$ cat src/verilog/asd_pkg.sv
// Constants for the subtract, compare, adjust, multiply and divide decoder.
// Assumes opcode bytes arrive one per handshake from a fetch queue on CLOCK.
package asd_pkg;

   // ----------------------------------------------------------------------
   // Opcode patterns and masks
   // ----------------------------------------------------------------------
   localparam logic [7:0] MASK_W          = 8'hfe; // Ignore size bit
   localparam logic [7:0] MASK_DW         = 8'hfc; // Ignore target and size bits
   localparam logic [7:0] MASK_S          = 8'hfd; // Ignore extend bit
   localparam logic [7:0] OPC_SUBI_ACC    = 8'h2c;
   localparam logic [7:0] OPC_MWCI_RM     = 8'h18;
   localparam logic [7:0] OPC_MWCI_ACC    = 8'h1c;
   localparam logic [7:0] OPC_GRP_IMM     = 8'h80;
   localparam logic [7:0] OPC_CMPI_ACC    = 8'h3c;
   localparam logic [7:0] OPC_ASCII_ADD   = 8'h37;
   localparam logic [7:0] OPC_BCD_ADD     = 8'h27;
   localparam logic [7:0] OPC_ASCII_SUB   = 8'h3f;
   localparam logic [7:0] OPC_BCD_SUB     = 8'h2f;
   localparam logic [7:0] OPC_GRP_UNARY   = 8'hf6;
   localparam logic [7:0] OPC_MULI        = 8'h69;

   // ----------------------------------------------------------------------
   // Addressing byte fields
   // ----------------------------------------------------------------------
   localparam int         MOD_POS  = 6;
   localparam int         REG_POS  = 3;
   localparam int         RM_POS   = 0;
   localparam logic [1:0] MOD_REG  = 2'b11;
   localparam logic [2:0] REG_CMP  = 3'b111;
   localparam logic [2:0] REG_MULU = 3'b100;
   localparam logic [2:0] REG_MULS = 3'b101;
   localparam logic [2:0] REG_DIVU = 3'b110;

   // ----------------------------------------------------------------------
   // Execution clock counts
   // ----------------------------------------------------------------------
   localparam int         CNT_W       = 5;
   localparam logic [4:0] T_SUBI_ACC  = 5'h03;
   localparam logic [4:0] T_MWCI_REG  = 5'h02;
   localparam logic [4:0] T_MWCI_MEM  = 5'h07;
   localparam logic [4:0] T_MWCI_ACC  = 5'h03;
   localparam logic [4:0] T_CMPI_REG  = 5'h03;
   localparam logic [4:0] T_CMPI_MEM  = 5'h06;
   localparam logic [4:0] T_CMPI_ACC  = 5'h03;
   localparam logic [4:0] T_ADJUST    = 5'h03;
   localparam logic [4:0] T_MULU_RB   = 5'h0d;
   localparam logic [4:0] T_MULU_RW   = 5'h15;
   localparam logic [4:0] T_MULU_MB   = 5'h10;
   localparam logic [4:0] T_MULU_MW   = 5'h18;
   localparam logic [4:0] T_MULS_RB   = 5'h0d;
   localparam logic [4:0] T_MULS_RW   = 5'h15;
   localparam logic [4:0] T_MULS_MB   = 5'h10;
   localparam logic [4:0] T_MULS_MW   = 5'h18;
   localparam logic [4:0] T_MULI_REG  = 5'h15;
   localparam logic [4:0] T_MULI_MEM  = 5'h18;
   localparam logic [4:0] T_DIVU_RB   = 5'h0e;
   localparam logic [4:0] T_DIVU_RW   = 5'h16;
   localparam logic [4:0] T_DIVU_MB   = 5'h11;
   localparam logic [4:0] T_DIVU_MW   = 5'h19;

   // ----------------------------------------------------------------------
   // Decoded operation kinds
   // ----------------------------------------------------------------------
   typedef enum logic [3:0] {
      OP_NONE,
      OP_MINUS_IMM_ACC,
      OP_MINUS_WITH_CARRY_IN_RM,
      OP_MINUS_WITH_CARRY_IN_ACC,
      OP_COMPARE_OP_RM,
      OP_COMPARE_OP_ACC,
      OP_ASCII_ADD_FIX,
      OP_BCD_ADD_FIX,
      OP_ASCII_SUB_FIX,
      OP_BCD_SUB_FIX,
      OP_PRODUCT_UNSIGNED,
      OP_PRODUCT_SIGNED,
      OP_PRODUCT_SIGNED_IMMEDIATE,
      OP_QUOTIENT_UNSIGNED
   } asd_op_t;

endpackage : asd_pkg

$ cat src/verilog/asd_cycle_timer.sv
// Down counter that holds busy for exactly the loaded number of clocks.
// Assumes start is a one-cycle pulse and count is nonzero.
`timescale 1ns/10ps
module asd_cycle_timer
   import asd_pkg::*;
#(
   parameter int W = CNT_W
) (
   input  wire logic         clk,
   input  wire logic         rst_n,
   input  wire logic         start,
   input  wire logic [W-1:0] count,
   output logic              busy,
   output logic              done
);

   typedef struct packed {
      logic [W-1:0] cnt;
   } asd_tmr_t;

   asd_tmr_t q;
   asd_tmr_t d;

   // --------------------------------------------------------------------
   // Count down; busy on the cycle after start
   // --------------------------------------------------------------------
   always_comb begin
      d = q;
      if (start) begin
         d.cnt = count;
      end else if (q.cnt != '0) begin
         d.cnt = q.cnt - W'(1);
      end
   end

   always_ff @(posedge clk or negedge rst_n) begin
      if (!rst_n) begin
         q <= '0;
      end else begin
         q <= d;
      end
   end

   // Done marks the last busy clock so the decoder frees up without a gap
   assign busy = (q.cnt != '0);
   assign done = (q.cnt == W'(1));

endmodule : asd_cycle_timer

$ cat src/verilog/asd_decode.sv
// Opcode decoder and clock timing for the subtract, compare, adjust,
// multiply and divide forms. Takes bytes from the fetch queue one per
// handshake; displacement bytes are assumed stripped by the fetch path.
`timescale 1ns/10ps

// Function
// - 0010110w is subtract immediate from accumulator, 1-2 bytes, 3 clocks
// - 000110dw plus addressing byte is borrow subtract, 2 or 7 clocks
// - 0001110w is borrow subtract immediate from accumulator, 3 clocks
// - 100000sw reg 111 is compare immediate; 3 or 6 clocks
// - 0011110w is compare immediate with accumulator, 3 clocks
// - 00110111 is ASCII adjust after add, no operands, 3 clocks
// - 00100111 is decimal adjust after add, no operands, 3 clocks
// - 00111111 is ASCII adjust after subtract, 3 clocks
// - 00101111 is decimal adjust after subtract, no operands, 3 clocks
// - 1111011w reg 100 is unsigned product
// - Unsigned product takes 13, 21, 16 or 24 clocks
// - 1111011w reg 101 is signed product, 13/21 or 16/24 clocks
// - 011010s1 is signed immediate product, second byte if s=0, 21/24
// - 1111011w reg 110 is unsigned quotient, 14/22/17/25 clocks
module asd_decode
   import asd_pkg::*;
(
   input  wire logic        CLOCK,
   input  wire logic        RSTN,
   input  wire logic        FETCH_VALID,
   input  wire logic [7:0]  FETCH_BYTE,
   output logic             FETCH_READY,
   output logic             OP_START,
   output asd_op_t          OP_KIND,
   output logic             OP_WORD,
   output logic             OP_DEST_REG,
   output logic             OP_MEM,
   output logic [1:0]       OP_MOD,
   output logic [2:0]       OP_REG,
   output logic [2:0]       OP_RM,
   output logic [15:0]      OP_IMM,
   output logic [CNT_W-1:0] OP_CLOCKS,
   output logic             OP_BUSY,
   output logic             OP_DONE,
   output logic             OP_ILLEGAL
);

   typedef enum logic [2:0] {ST_OPCODE, ST_MODRM, ST_IMM_LO, ST_IMM_HI, ST_EXEC} asd_st_t;

   typedef struct packed {
      asd_st_t          st;
      logic [7:0]       opc;
      logic [7:0]       modrm;
      asd_op_t          op;
      logic             word;
      logic             dest_reg;
      logic             imm2;
      logic             sx;
      logic [15:0]      imm;
      logic [CNT_W-1:0] clocks;
      logic             start;
      logic             illegal;
   } asd_dec_t;

   asd_dec_t         q;
   asd_dec_t         d;
   logic [1:0]       rst_sync_q;
   logic             rst_n;
   logic             take;
   logic             tmr_busy;
   logic             tmr_done;
   logic [1:0]       mod_f;
   logic [2:0]       reg_f;

   // ---------------------------------------------------------------------
   // Reset release through two flip-flops
   // ---------------------------------------------------------------------
   always_ff @(posedge CLOCK or negedge RSTN) begin
      if (!RSTN) begin
         rst_sync_q <= 2'b00;
      end else begin
         rst_sync_q <= {rst_sync_q[0], 1'b1};
      end
   end
   assign rst_n = rst_sync_q[1];

   // ---------------------------------------------------------------------
   // Clock count lookup
   // ---------------------------------------------------------------------
   function automatic logic [CNT_W-1:0] clocks_of(asd_op_t op, logic mem, logic word);
      logic [CNT_W-1:0] c;
      c = T_ADJUST;
      unique case (op)
         OP_MINUS_IMM_ACC:            c = T_SUBI_ACC;
         OP_MINUS_WITH_CARRY_IN_RM:   c = mem ? T_MWCI_MEM : T_MWCI_REG;
         OP_MINUS_WITH_CARRY_IN_ACC:  c = T_MWCI_ACC;
         OP_COMPARE_OP_RM:            c = mem ? T_CMPI_MEM : T_CMPI_REG;
         OP_COMPARE_OP_ACC:           c = T_CMPI_ACC;
         OP_PRODUCT_UNSIGNED:
            c = mem ? (word ? T_MULU_MW : T_MULU_MB) : (word ? T_MULU_RW : T_MULU_RB);
         OP_PRODUCT_SIGNED:
            c = mem ? (word ? T_MULS_MW : T_MULS_MB) : (word ? T_MULS_RW : T_MULS_RB);
         OP_PRODUCT_SIGNED_IMMEDIATE: c = mem ? T_MULI_MEM : T_MULI_REG;
         OP_QUOTIENT_UNSIGNED:
            c = mem ? (word ? T_DIVU_MW : T_DIVU_MB) : (word ? T_DIVU_RW : T_DIVU_RB);
         default:                     c = T_ADJUST;
      endcase
      return c;
   endfunction : clocks_of

   assign take  = FETCH_VALID && FETCH_READY;
   assign mod_f = FETCH_BYTE[MOD_POS +: 2];
   assign reg_f = FETCH_BYTE[REG_POS +: 3];

   // ---------------------------------------------------------------------
   // Byte sequencer: opcode, addressing byte, immediates, then execute
   // ---------------------------------------------------------------------
   always_comb begin
      d         = q;
      d.start   = 1'b0;
      d.illegal = 1'b0;
      unique case (q.st)
         ST_OPCODE: if (take) begin
            d.opc      = FETCH_BYTE;
            d.word     = FETCH_BYTE[0];
            d.dest_reg = 1'b0;
            d.sx       = 1'b0;
            d.imm      = '0;
            d.modrm    = {MOD_REG, 6'h00};
            d.imm2     = FETCH_BYTE[0];
            d.op       = OP_NONE;
            d.st       = ST_IMM_LO;
            if ((FETCH_BYTE & MASK_W) == OPC_SUBI_ACC) begin
               d.op = OP_MINUS_IMM_ACC;
            end else if ((FETCH_BYTE & MASK_W) == OPC_MWCI_ACC) begin
               d.op = OP_MINUS_WITH_CARRY_IN_ACC;
            end else if ((FETCH_BYTE & MASK_W) == OPC_CMPI_ACC) begin
               d.op = OP_COMPARE_OP_ACC;
            end else if ((FETCH_BYTE & MASK_DW) == OPC_MWCI_RM) begin
               d.op       = OP_MINUS_WITH_CARRY_IN_RM;
               d.dest_reg = FETCH_BYTE[1];
               d.st       = ST_MODRM;
            end else if ((FETCH_BYTE & MASK_DW) == OPC_GRP_IMM) begin
               // Only the word form with extend clear needs a high byte
               d.imm2 = (FETCH_BYTE[1:0] == 2'b01);
               d.sx   = (FETCH_BYTE[1:0] == 2'b11);
               d.st   = ST_MODRM;
            end else if ((FETCH_BYTE & MASK_W) == OPC_GRP_UNARY) begin
               d.st = ST_MODRM;
            end else if ((FETCH_BYTE & MASK_S) == OPC_MULI) begin
               d.op       = OP_PRODUCT_SIGNED_IMMEDIATE;
               d.dest_reg = 1'b1;
               d.imm2     = !FETCH_BYTE[1];
               d.sx       = FETCH_BYTE[1];
               d.st       = ST_MODRM;
            end else begin
               d.word = 1'b0;
               d.st   = ST_EXEC;
               unique case (FETCH_BYTE)
                  OPC_ASCII_ADD: d.op = OP_ASCII_ADD_FIX;
                  OPC_BCD_ADD:   d.op = OP_BCD_ADD_FIX;
                  OPC_ASCII_SUB: d.op = OP_ASCII_SUB_FIX;
                  OPC_BCD_SUB:   d.op = OP_BCD_SUB_FIX;
                  default:       d.op = OP_NONE;
               endcase
               if (d.op == OP_NONE) begin
                  // Foreign opcode: consumed and flagged, no timing started
                  d.illegal = 1'b1;
                  d.st      = ST_OPCODE;
               end else begin
                  d.clocks = clocks_of(d.op, 1'b0, 1'b0);
                  d.start  = 1'b1;
               end
            end
         end
         ST_MODRM: if (take) begin
            d.modrm = FETCH_BYTE;
            d.st    = ST_IMM_LO;
            if ((q.opc & MASK_DW) == OPC_GRP_IMM) begin
               d.op = (reg_f == REG_CMP) ? OP_COMPARE_OP_RM : OP_NONE;
            end else if ((q.opc & MASK_W) == OPC_GRP_UNARY) begin
               d.st = ST_EXEC;
               unique case (reg_f)
                  REG_MULU: d.op = OP_PRODUCT_UNSIGNED;
                  REG_MULS: d.op = OP_PRODUCT_SIGNED;
                  REG_DIVU: d.op = OP_QUOTIENT_UNSIGNED;
                  default:  d.op = OP_NONE;
               endcase
            end else if (q.op == OP_MINUS_WITH_CARRY_IN_RM) begin
               d.st = ST_EXEC;
            end
            if (d.op == OP_NONE) begin
               d.illegal = 1'b1;
               d.st      = ST_OPCODE;
            end else if (d.st == ST_EXEC) begin
               d.clocks = clocks_of(d.op, mod_f != MOD_REG, q.word);
               d.start  = 1'b1;
            end
         end
         ST_IMM_LO: if (take) begin
            d.imm[7:0]  = FETCH_BYTE;
            d.imm[15:8] = (q.sx && q.word) ? {8{FETCH_BYTE[7]}} : 8'h00;
            if (q.imm2) begin
               d.st = ST_IMM_HI;
            end else begin
               d.st     = ST_EXEC;
               d.clocks = clocks_of(q.op, q.modrm[MOD_POS +: 2] != MOD_REG, q.word);
               d.start  = 1'b1;
            end
         end
         ST_IMM_HI: if (take) begin
            d.imm[15:8] = FETCH_BYTE;
            d.st        = ST_EXEC;
            d.clocks    = clocks_of(q.op, q.modrm[MOD_POS +: 2] != MOD_REG, q.word);
            d.start     = 1'b1;
         end
         ST_EXEC: if (tmr_done) begin
            d.st = ST_OPCODE;
         end
      endcase
   end

   always_ff @(posedge CLOCK or negedge rst_n) begin
      if (!rst_n) begin
         q <= '{st: ST_OPCODE, op: OP_NONE, default: '0};
      end else begin
         q <= d;
      end
   end

   // ---------------------------------------------------------------------
   // Execution timing
   // ---------------------------------------------------------------------
   asd_cycle_timer #(.W(CNT_W)) u_timer (
      .clk   (CLOCK),
      .rst_n (rst_n),
      .start (q.start),
      .count (q.clocks),
      .busy  (tmr_busy),
      .done  (tmr_done)
   );

   // Outputs; ready drops during execution so the queue holds the next byte
   assign FETCH_READY = rst_n && (q.st != ST_EXEC) && !q.start;
   assign OP_START    = q.start;
   assign OP_KIND     = q.op;
   assign OP_WORD     = q.word;
   assign OP_DEST_REG = q.dest_reg;
   assign OP_MOD      = q.modrm[MOD_POS +: 2];
   assign OP_REG      = q.modrm[REG_POS +: 3];
   assign OP_RM       = q.modrm[RM_POS +: 3];
   assign OP_MEM      = (q.modrm[MOD_POS +: 2] != MOD_REG);
   assign OP_IMM      = q.imm;
   assign OP_CLOCKS   = q.clocks;
   assign OP_BUSY     = tmr_busy;
   assign OP_DONE     = tmr_done;
   assign OP_ILLEGAL  = q.illegal;
endmodule : asd_decode

$ cat config.mk
export PLATFORM = sky130hd
export DESIGN_NAME = asd_decode
export DESIGN_NICKNAME = d
export VERILOG_FILES = /design/src/verilog/asd_pkg.sv /design/src/verilog/asd_cycle_timer.sv /design/src/verilog/asd_decode.sv
export SDC_FILE = /design/constraint.sdc
export NUM_CORES = 1
export LEC_CHECK = 0
export BUFFER_PORTS_ARGS = -buffer_cell sky130_fd_sc_hd__buf_2
export CAP_MARGIN = 20
export CELL_PAD_IN_SITES_DETAIL_PLACEMENT = 1
export CELL_PAD_IN_SITES_GLOBAL_PLACEMENT = 2
export CORE_ASPECT_RATIO = 0.75
export CORE_MARGIN = 5
export CORE_UTILIZATION = 31
export DETAILED_ROUTE_END_ITERATION = 16
export PLACE_DENSITY = 0.81
export SLEW_MARGIN = 25
export SYNTH_ARGS = -nofsm -noshare
export SYNTH_HDL_FRONTEND = slang
export SYNTH_HIERARCHICAL = 1
export SYNTH_SLANG_ARGS = --single-unit
$ cat constraint.sdc
create_clock -name CLOCK -period 2.05 [get_ports CLOCK]
set_input_delay 0.3075 -clock CLOCK [delete_from_list [all_inputs] [get_ports CLOCK]]
set_output_delay 0.3075 -clock CLOCK [all_outputs]
set_load 0.05 [all_outputs]
# --- Word level (Yosys, flattened, before mapping) ---
# Memory sizes are Yosys's and may differ from the RTL's.
# Cells that the tools add are included.
totals:
  elab_cells: 191
  regBits: 57
  inputBits: 11
  output_inout_bits: 41
  n_memories: 1
  mem_bits_ro: 80
classes:
  n_eq_ne: 56
  mux: 95
  n_addsub: 1
  reduce_logical: 23
memory_table:
  columns: ["memory", "depth", "width", "rd", "rd_ports_with_merged_regs", "write_ports", "line", "text"]
  rows:
  - ["(name not given)", 16, 5, 1, 0, 0, "asd_decode.sv:89", "unique case (op)"]
ops:
  columns: ["cell", "n"]
  rows:
  - ["$mux 4", 25]
  - ["$mux 3", 25]
  - ["$mux 7", 8]
  - ["$mux 50", 1]
  - ["$pmux 5 s5", 2]
  - ["$mux 5", 8]
  - ["$mux 6", 6]
  - ["$ne 2x2->1 const B", 18]
  - ["$eq 4x4->1 const B", 8]
  - ["$eq 8x6->1 const B", 4]
  - ["$mux 8", 3]
  - ["$pmux 12 s2", 1]
  - ["$pmux 6 s4", 1]
  - ["$pmux 8 s3", 1]
  - ["$mux 22", 1]
  - ["$eq 3x3->1 const B", 6]
  - ["$pmux 4 s4", 1]
  - ["$pmux 8 s2", 1]
  - ["$reduce_and 16->1", 1]
  - ["$pmux 3 s5", 1]
  - ["$eq 7x5->1 const B", 2]
  - ["$eq 7x7->1 const B", 2]
  - ["$eq 6x6->1 const B", 2]
  - ["$mux 12", 1]
  - ["other kinds (29)", 46]

# --- Longest topological paths before layout ---
depth:
  ltp_word: 22
  ltp_mapped: 8
  depth_no_buf: 8

# --- Hierarchy ---
# The synthesis kept the hierarchy.
by_module_without_submodules:
  columns: ["mod", "seq_area_each_um2", "cells_per_inst", "instances", "area_per_inst_um2"]
  rows:
  - ["asd_decode", 1276.2, 378, 1, 3206.8]
  - ["asd_cycle_timer", 125.1, 29, 1, 301.5]

# --- Worst setup path before layout ---
# OpenSTA, ideal clock, no wires.
synth_path:
  path_type: "register to register"
  startpoint: "register rst_sync_q[1]"
  endpoint: "register q, in the netlist OP_IMM[14]"
  stages_incl_launch_ff: 8
  slack_ns: -1.103
  t_required_ns: 1.967
  arrival_time_ns: 3.071
  cell_sequence: "dfrtp_1 and4bb_1 nand2_1 nor2_1 and4_1 clkbuf_1 a21oi_1 o21ai_0"
synth_between:
  elab_chain_len: 5
  elab_cells_between_ends: 7
  cone_classes: "3 x eq/ne; 4 x reduce/logical"
synth_lines:
  columns: ["element", "line", "text"]
  rows:
  - ["from (decl)", "asd_decode.sv:63", "logic [1:0] rst_sync_q;"]
  - ["from (signal assigned)", "asd_decode.sv:78", "rst_sync_q <= {rst_sync_q[0], 1'b1};"]
  - ["$logic_and 1x1->1 * (2 in series)", "asd_decode.sv:240", "assign FETCH_READY = rst_n && (q.st != ST_EXEC) && !q.start;"]
  - ["$logic_and 1x1->1 *", "asd_decode.sv:107", "assign take = FETCH_VALID && FETCH_READY;"]
  - ["$ne 2x2->1 (no line)", null, null]
  - ["$reduce_and 4->1 (no line) *", null, null]
  - ["to (signal assigned)", "asd_decode.sv:221", "q <= '{st: ST_OPCODE, op: OP_NONE, default: '0};"]
  - ["to (signal assigned)", "asd_decode.sv:223", "q <= d;"]
  - ["to (decl)", "asd_decode.sv:61", "asd_dec_t q;"]
# Mark *: on every way between the ends. The rest lies on a longest branch, timed or not.
# A chain may end at the register's enable or synchronous reset.

# --- Worst setup path in the final report ---
layout_path:
  startpoint: "register q[43] in the netlist's numbering"
  endpoint: "register q, in the netlist OP_CLOCKS[0]"
layout_between:
  elab_chain_len: 12
  elab_cells_between_ends: 27
  cone_classes: "11 x eq/ne; 13 x mux; 3 x reduce/logical"
layout_lines:
  columns: ["element", "line", "text"]
  rows:
  - ["$eq 7x7->1", "asd_decode.sv:177", "end else if ((q.opc & MASK_W) == OPC_GRP_UNARY) begin"]
  - ["$mux 4", "asd_decode.sv:177", null]
  - ["$mux 4", "asd_decode.sv:175", "if ((q.opc & MASK_DW) == OPC_GRP_IMM) begin"]
  - ["$mux 4", "asd_decode.sv:172", "ST_MODRM: if (take) begin"]
  - ["$mux 4", "asd_decode.sv:118", "unique case (q.st)"]
  - ["$eq 4x4->1", "asd_decode.sv:89", null]
  - ["$reduce_or 2->1 (no line)", null, null]
  - ["$pmux 5 s5", "asd_decode.sv:89", null]
  - ["$mux 6", "asd_decode.sv:191", "end else if (d.st == ST_EXEC) begin"]
  - ["$mux 6", "asd_decode.sv:188", "if (d.op == OP_NONE) begin"]
  - ["$mux 7", "asd_decode.sv:172", null]
  - ["$pmux 6 s4", "asd_decode.sv:118", null]
# Several ways; a longest one is shown, not always the timed one. The select of a mux whose other input is x is not followed.

==> impl_metrics.toml <==
[synth]
synth_top_area_share_pct = 39.9
synth.area.mux_share_pct = 0.927
synth_adder_area_share_pct = 1.43
async_reset_ff_share_pct = 100
top_post_synthesis_cells_by_area = "sky130_fd_sc_hd__dfrtp_1 (40%), sky130_fd_sc_hd__buf_4 (7.1%), sky130_fd_sc_hd__nand2_1 (5.2%)"
synthesis.nets = 422
seq_area_frac_synth_pct = 39.9
synth-xor-area-share_pct = 0.999
synthCells = 407
synth_simple_gate_area_share_pct = 23.2
post-synth-top-count-cell = "sky130_fd_sc_hd__dfrtp_1"
yosys_register_bits = 56
netlist-cell-type-count = 62
synth_top_cells_by_count = "sky130_fd_sc_hd__dfrtp_1 (56), sky130_fd_sc_hd__nand2_1 (49), sky130_fd_sc_hd__buf_4 (33)"
synth_compound_area_share_pct = 22.6
yosys_warnings = 6
synth_top_family_by_area = "simple AND/OR/NAND/NOR gates"
post-synth-top-area-cell = "sky130_fd_sc_hd__dfrtp_1"
post_synth_edffs = 0
mean_area_per_synthesized_cell_um2 = 8.62
post_synth_instance_area_mm2 = 0.00351
synthFlopType = "sky130_fd_sc_hd__dfrtp_1"

[grt]
globalRouteOverflowTotal = 0
grt_pass1_vias = 3524
grt_first_pass_wirelength_mm = 19.0
groute.usage.overall_pct = 17.6
grt_max_degree = 50
grt_antenna_before_repair = 1

[setup_path]
count_of_buffer_and_inverter_cells_on_the_critical_path = 0
cp_cell_sequence = "or4_4, nor3_4, o21ai_4, a31o_1, or4_1, nand4_1"
required_time_of_the_critical_path_ns = 2.28
path_delay_family = "simple AND/OR/NAND/NOR gates"
timing_worst_setup_path_type = "reg -> reg"
worstSetupStartpointType = "flop"
cp_max_fo = 5
worst_path_max_delay_cell = "sky130_fd_sc_hd__or4_4"
cp_slowest_stage_delay_ns = 0.57
cp_data_arrival_time_ns = 2.29
endpoint_kind = "flop"

[routing]
drc_errors = 0
antenna_violating_nets_post_route = 0
via_count = 3288
detail_route.wirelength_mm = 11.7
drt_pass1_iterations = 4
via_density_per_instance = 5.43
wl_per_cell_um = 19.3
detailedRoute.firstIterationViolations = 240

[run_status]
outcome = "finished with violations"
violations = "negative setup slack"

[sta]
rsz0062_at_grt = "yes"
fin_ws_ns = -0.00852
post-route-min-period_ns = 2.06
report.final.setup_viol = 1
achievable-frequency_mhz = 486
tns_ns = -0.00852
clock_skews_ns = 0.00386
finalHoldViolCount = 0
worstMarginPinSlew_ns = 0.676
slew_viol_final = 0
final.period_utilization_pct = 100
slew_headroom_pct = 55.0

[clocking]
path_clk_slew_ns = 0.07
tritoncts_num_sinks = 56
max-clock-path-buffers = 2
tritoncts = "done"
cts_root_buffer = "sky130_fd_sc_hd__clkbuf_16"
clk-insertion-delay-late_ns = 0.30
tritoncts.num_buffers = 5
clock_tree.htree_level_count = 2

[cells_and_area]
layout-area-overhead-vs-synth_pct = 21.8
postLayoutCellArea_mm2 = 0.00427
antenna-diode-count = 0
final_stage_net_count = 479
drive_above_1_share_pct = 29.7

[pwr]
power.total_mw = 4.95
power.density_mw_per_mm2 = 1160
power.ir.vdd_worst_mv = 0.397
p_leak_nw = 1.97

[job]
drv.max_cap_violation_count = 0

[floorplanning]
top_level_i_o_count = 52
die_area_mm2 = 0.0136
fp-row-count = 33
die-height_um = 102
fp.dieW_um = 133
start_util_pct = 31.9
fp.coreArea_mm2 = 0.0110

[place]
hpwlAfterDp_mm = 8.93
post_dp_cell_area_mm2 = 0.00402
numPortBuffers = 51
gp_routability_congestion = 0.907

[worst_hold_path]
worstHoldPathType = "reg -> async"
==> through the flow <==
step | std cells | setup slack (ns) | util, % | hold WS, ns
6_report | 605 | -0.00852 | 38.9 | 0.167
3_3_place_gp | 593 | -0.0134 | 36.6 | 0.0962
4_1_cts | 602 | 0.00196 | 38.3 | 0.168
3_5_place_dp | 593 | -0.0571 | 36.6 | 0.0995
2_1_floorplan | 407 | -0.0789 | - | 0.0119
5_1_grt | 605 | -0.0677 | 38.9 | 0.180
==> kinds of logic after synthesis <==
logic type | Yosys count
adders and majority gates | 4
and+or+nand+nor | 155
muxes | 3
buffers and inverters | 65
xor gates and xnor gates | 4
other | 1
AOI/OAI and AO/OA | 119
DFF | 56
==> registers in the layout, indices dropped and copies added (netlist names) <==
register / flops
OP_CLOCKS: 5
OP_DEST_REG: 1
OP_ILLEGAL: 1
OP_IMM: 16
OP_KIND: 4
OP_MOD: 2
OP_REG: 3
OP_RM: 3
OP_START: 1
OP_WORD: 1
q: 12
rst_sync_q: 2
u_timer/q: 5
==> final cells by class <==
| type | instances | area (um^2) |
|---|---|---|
| fill | 1300 | 6710 |
| multi-input combinational | 286 | 1830 |
| sequential | 56 | 1410 |
| timing repair buffer | 104 | 672 |
| tap | 140 | 175 |
| clock buffer | 6 | 139 |
| inverter | 11 | 41.3 |
| clock inverter | 2 | 10.0 |
==> worst paths after layout <==
kind | startpoint | to | slack (ns) | depth (start not counted)
worst min register to register | rst_sync_q[1]$_DFF_PN0_ | q[49]$_DFFE_PN0P_ | 0.17 | 0
worst max-delay path | q[43]$_DFFE_PN0P_ | OP_CLOCKS[0]$_DFFE_PN0P_ | -0.009 | 6
min in group CLOCK | FETCH_BYTE[7] | OP_IMM[7]$_DFFE_PN0P_ | 0.34 | 2
max in group asynchronous | rst_sync_q[1]$_DFF_PN0_ | q[46]$_DFFE_PN0P_ | 0.93 | 1
worst max register to register | q[43]$_DFFE_PN0P_ | OP_CLOCKS[0]$_DFFE_PN0P_ | -0.009 | 6
worst min-delay path | rst_sync_q[1]$_DFF_PN0_ | q[49]$_DFFE_PN0P_ | 0.17 | 0
==> power by group <==
part / switching (mW) / internal [mW]
Combinational: 1.54 / 0.891
Sequential: 0.272 / 1.35
Clock: 0.405 / 0.483
==> layout by cell type, fill, tap and decap left out, types with 3 or more instances in the layout <==
master and instances:
sky130_fd_sc_hd__o21a_1 6, sky130_fd_sc_hd__inv_1 11, sky130_fd_sc_hd__nor3_1 8, sky130_fd_sc_hd__nand4_1 5, sky130_fd_sc_hd__clkbuf_16 5, sky130_fd_sc_hd__dfrtp_1 54, sky130_fd_sc_hd__o31ai_1 4, sky130_fd_sc_hd__nand2_1 46
sky130_fd_sc_hd__o21ai_0 25, sky130_fd_sc_hd__nand3_1 19, sky130_fd_sc_hd__nand2_2 3, sky130_fd_sc_hd__buf_2 51, sky130_fd_sc_hd__xnor2_1 4, sky130_fd_sc_hd__ha_1 4, sky130_fd_sc_hd__nor2_1 29, sky130_fd_sc_hd__a22o_1 13
sky130_fd_sc_hd__nand2b_1 7, sky130_fd_sc_hd__a211oi_1 3, sky130_fd_sc_hd__nor4b_1 3, sky130_fd_sc_hd__a221oi_1 3, sky130_fd_sc_hd__a21oi_1 24, sky130_fd_sc_hd__o211ai_1 9, sky130_fd_sc_hd__o22ai_1 5, sky130_fd_sc_hd__a31oi_1 3
sky130_fd_sc_hd__and2_1 3, sky130_fd_sc_hd__and3_1 4, sky130_fd_sc_hd__buf_4 50
==> routing by layer <==
metal | wire length (um) | part of all wire [%] | vias up | track usage [%]
li1 | - | - | 1551 | -
met1 | 5720 | 49 | 1665 | 25.1
met2 | 5210 | 45 | 65 | 27.5
met3 | 635 | 5.4 | 7 | 3.40
met4 | 90 | 0.77 | 0 | 4.55
met5 | 0 | 0 | - | 0
==> what timing repair did <==
item,CTS,global route
endpoints found under the hold margin,2,0
pin swaps,6,5
resized for setup,7,10
hold buffers,1,0
buffers inserted,0,3
setup endpoints to repair,6,13
(Power assumes the default switching activity.)
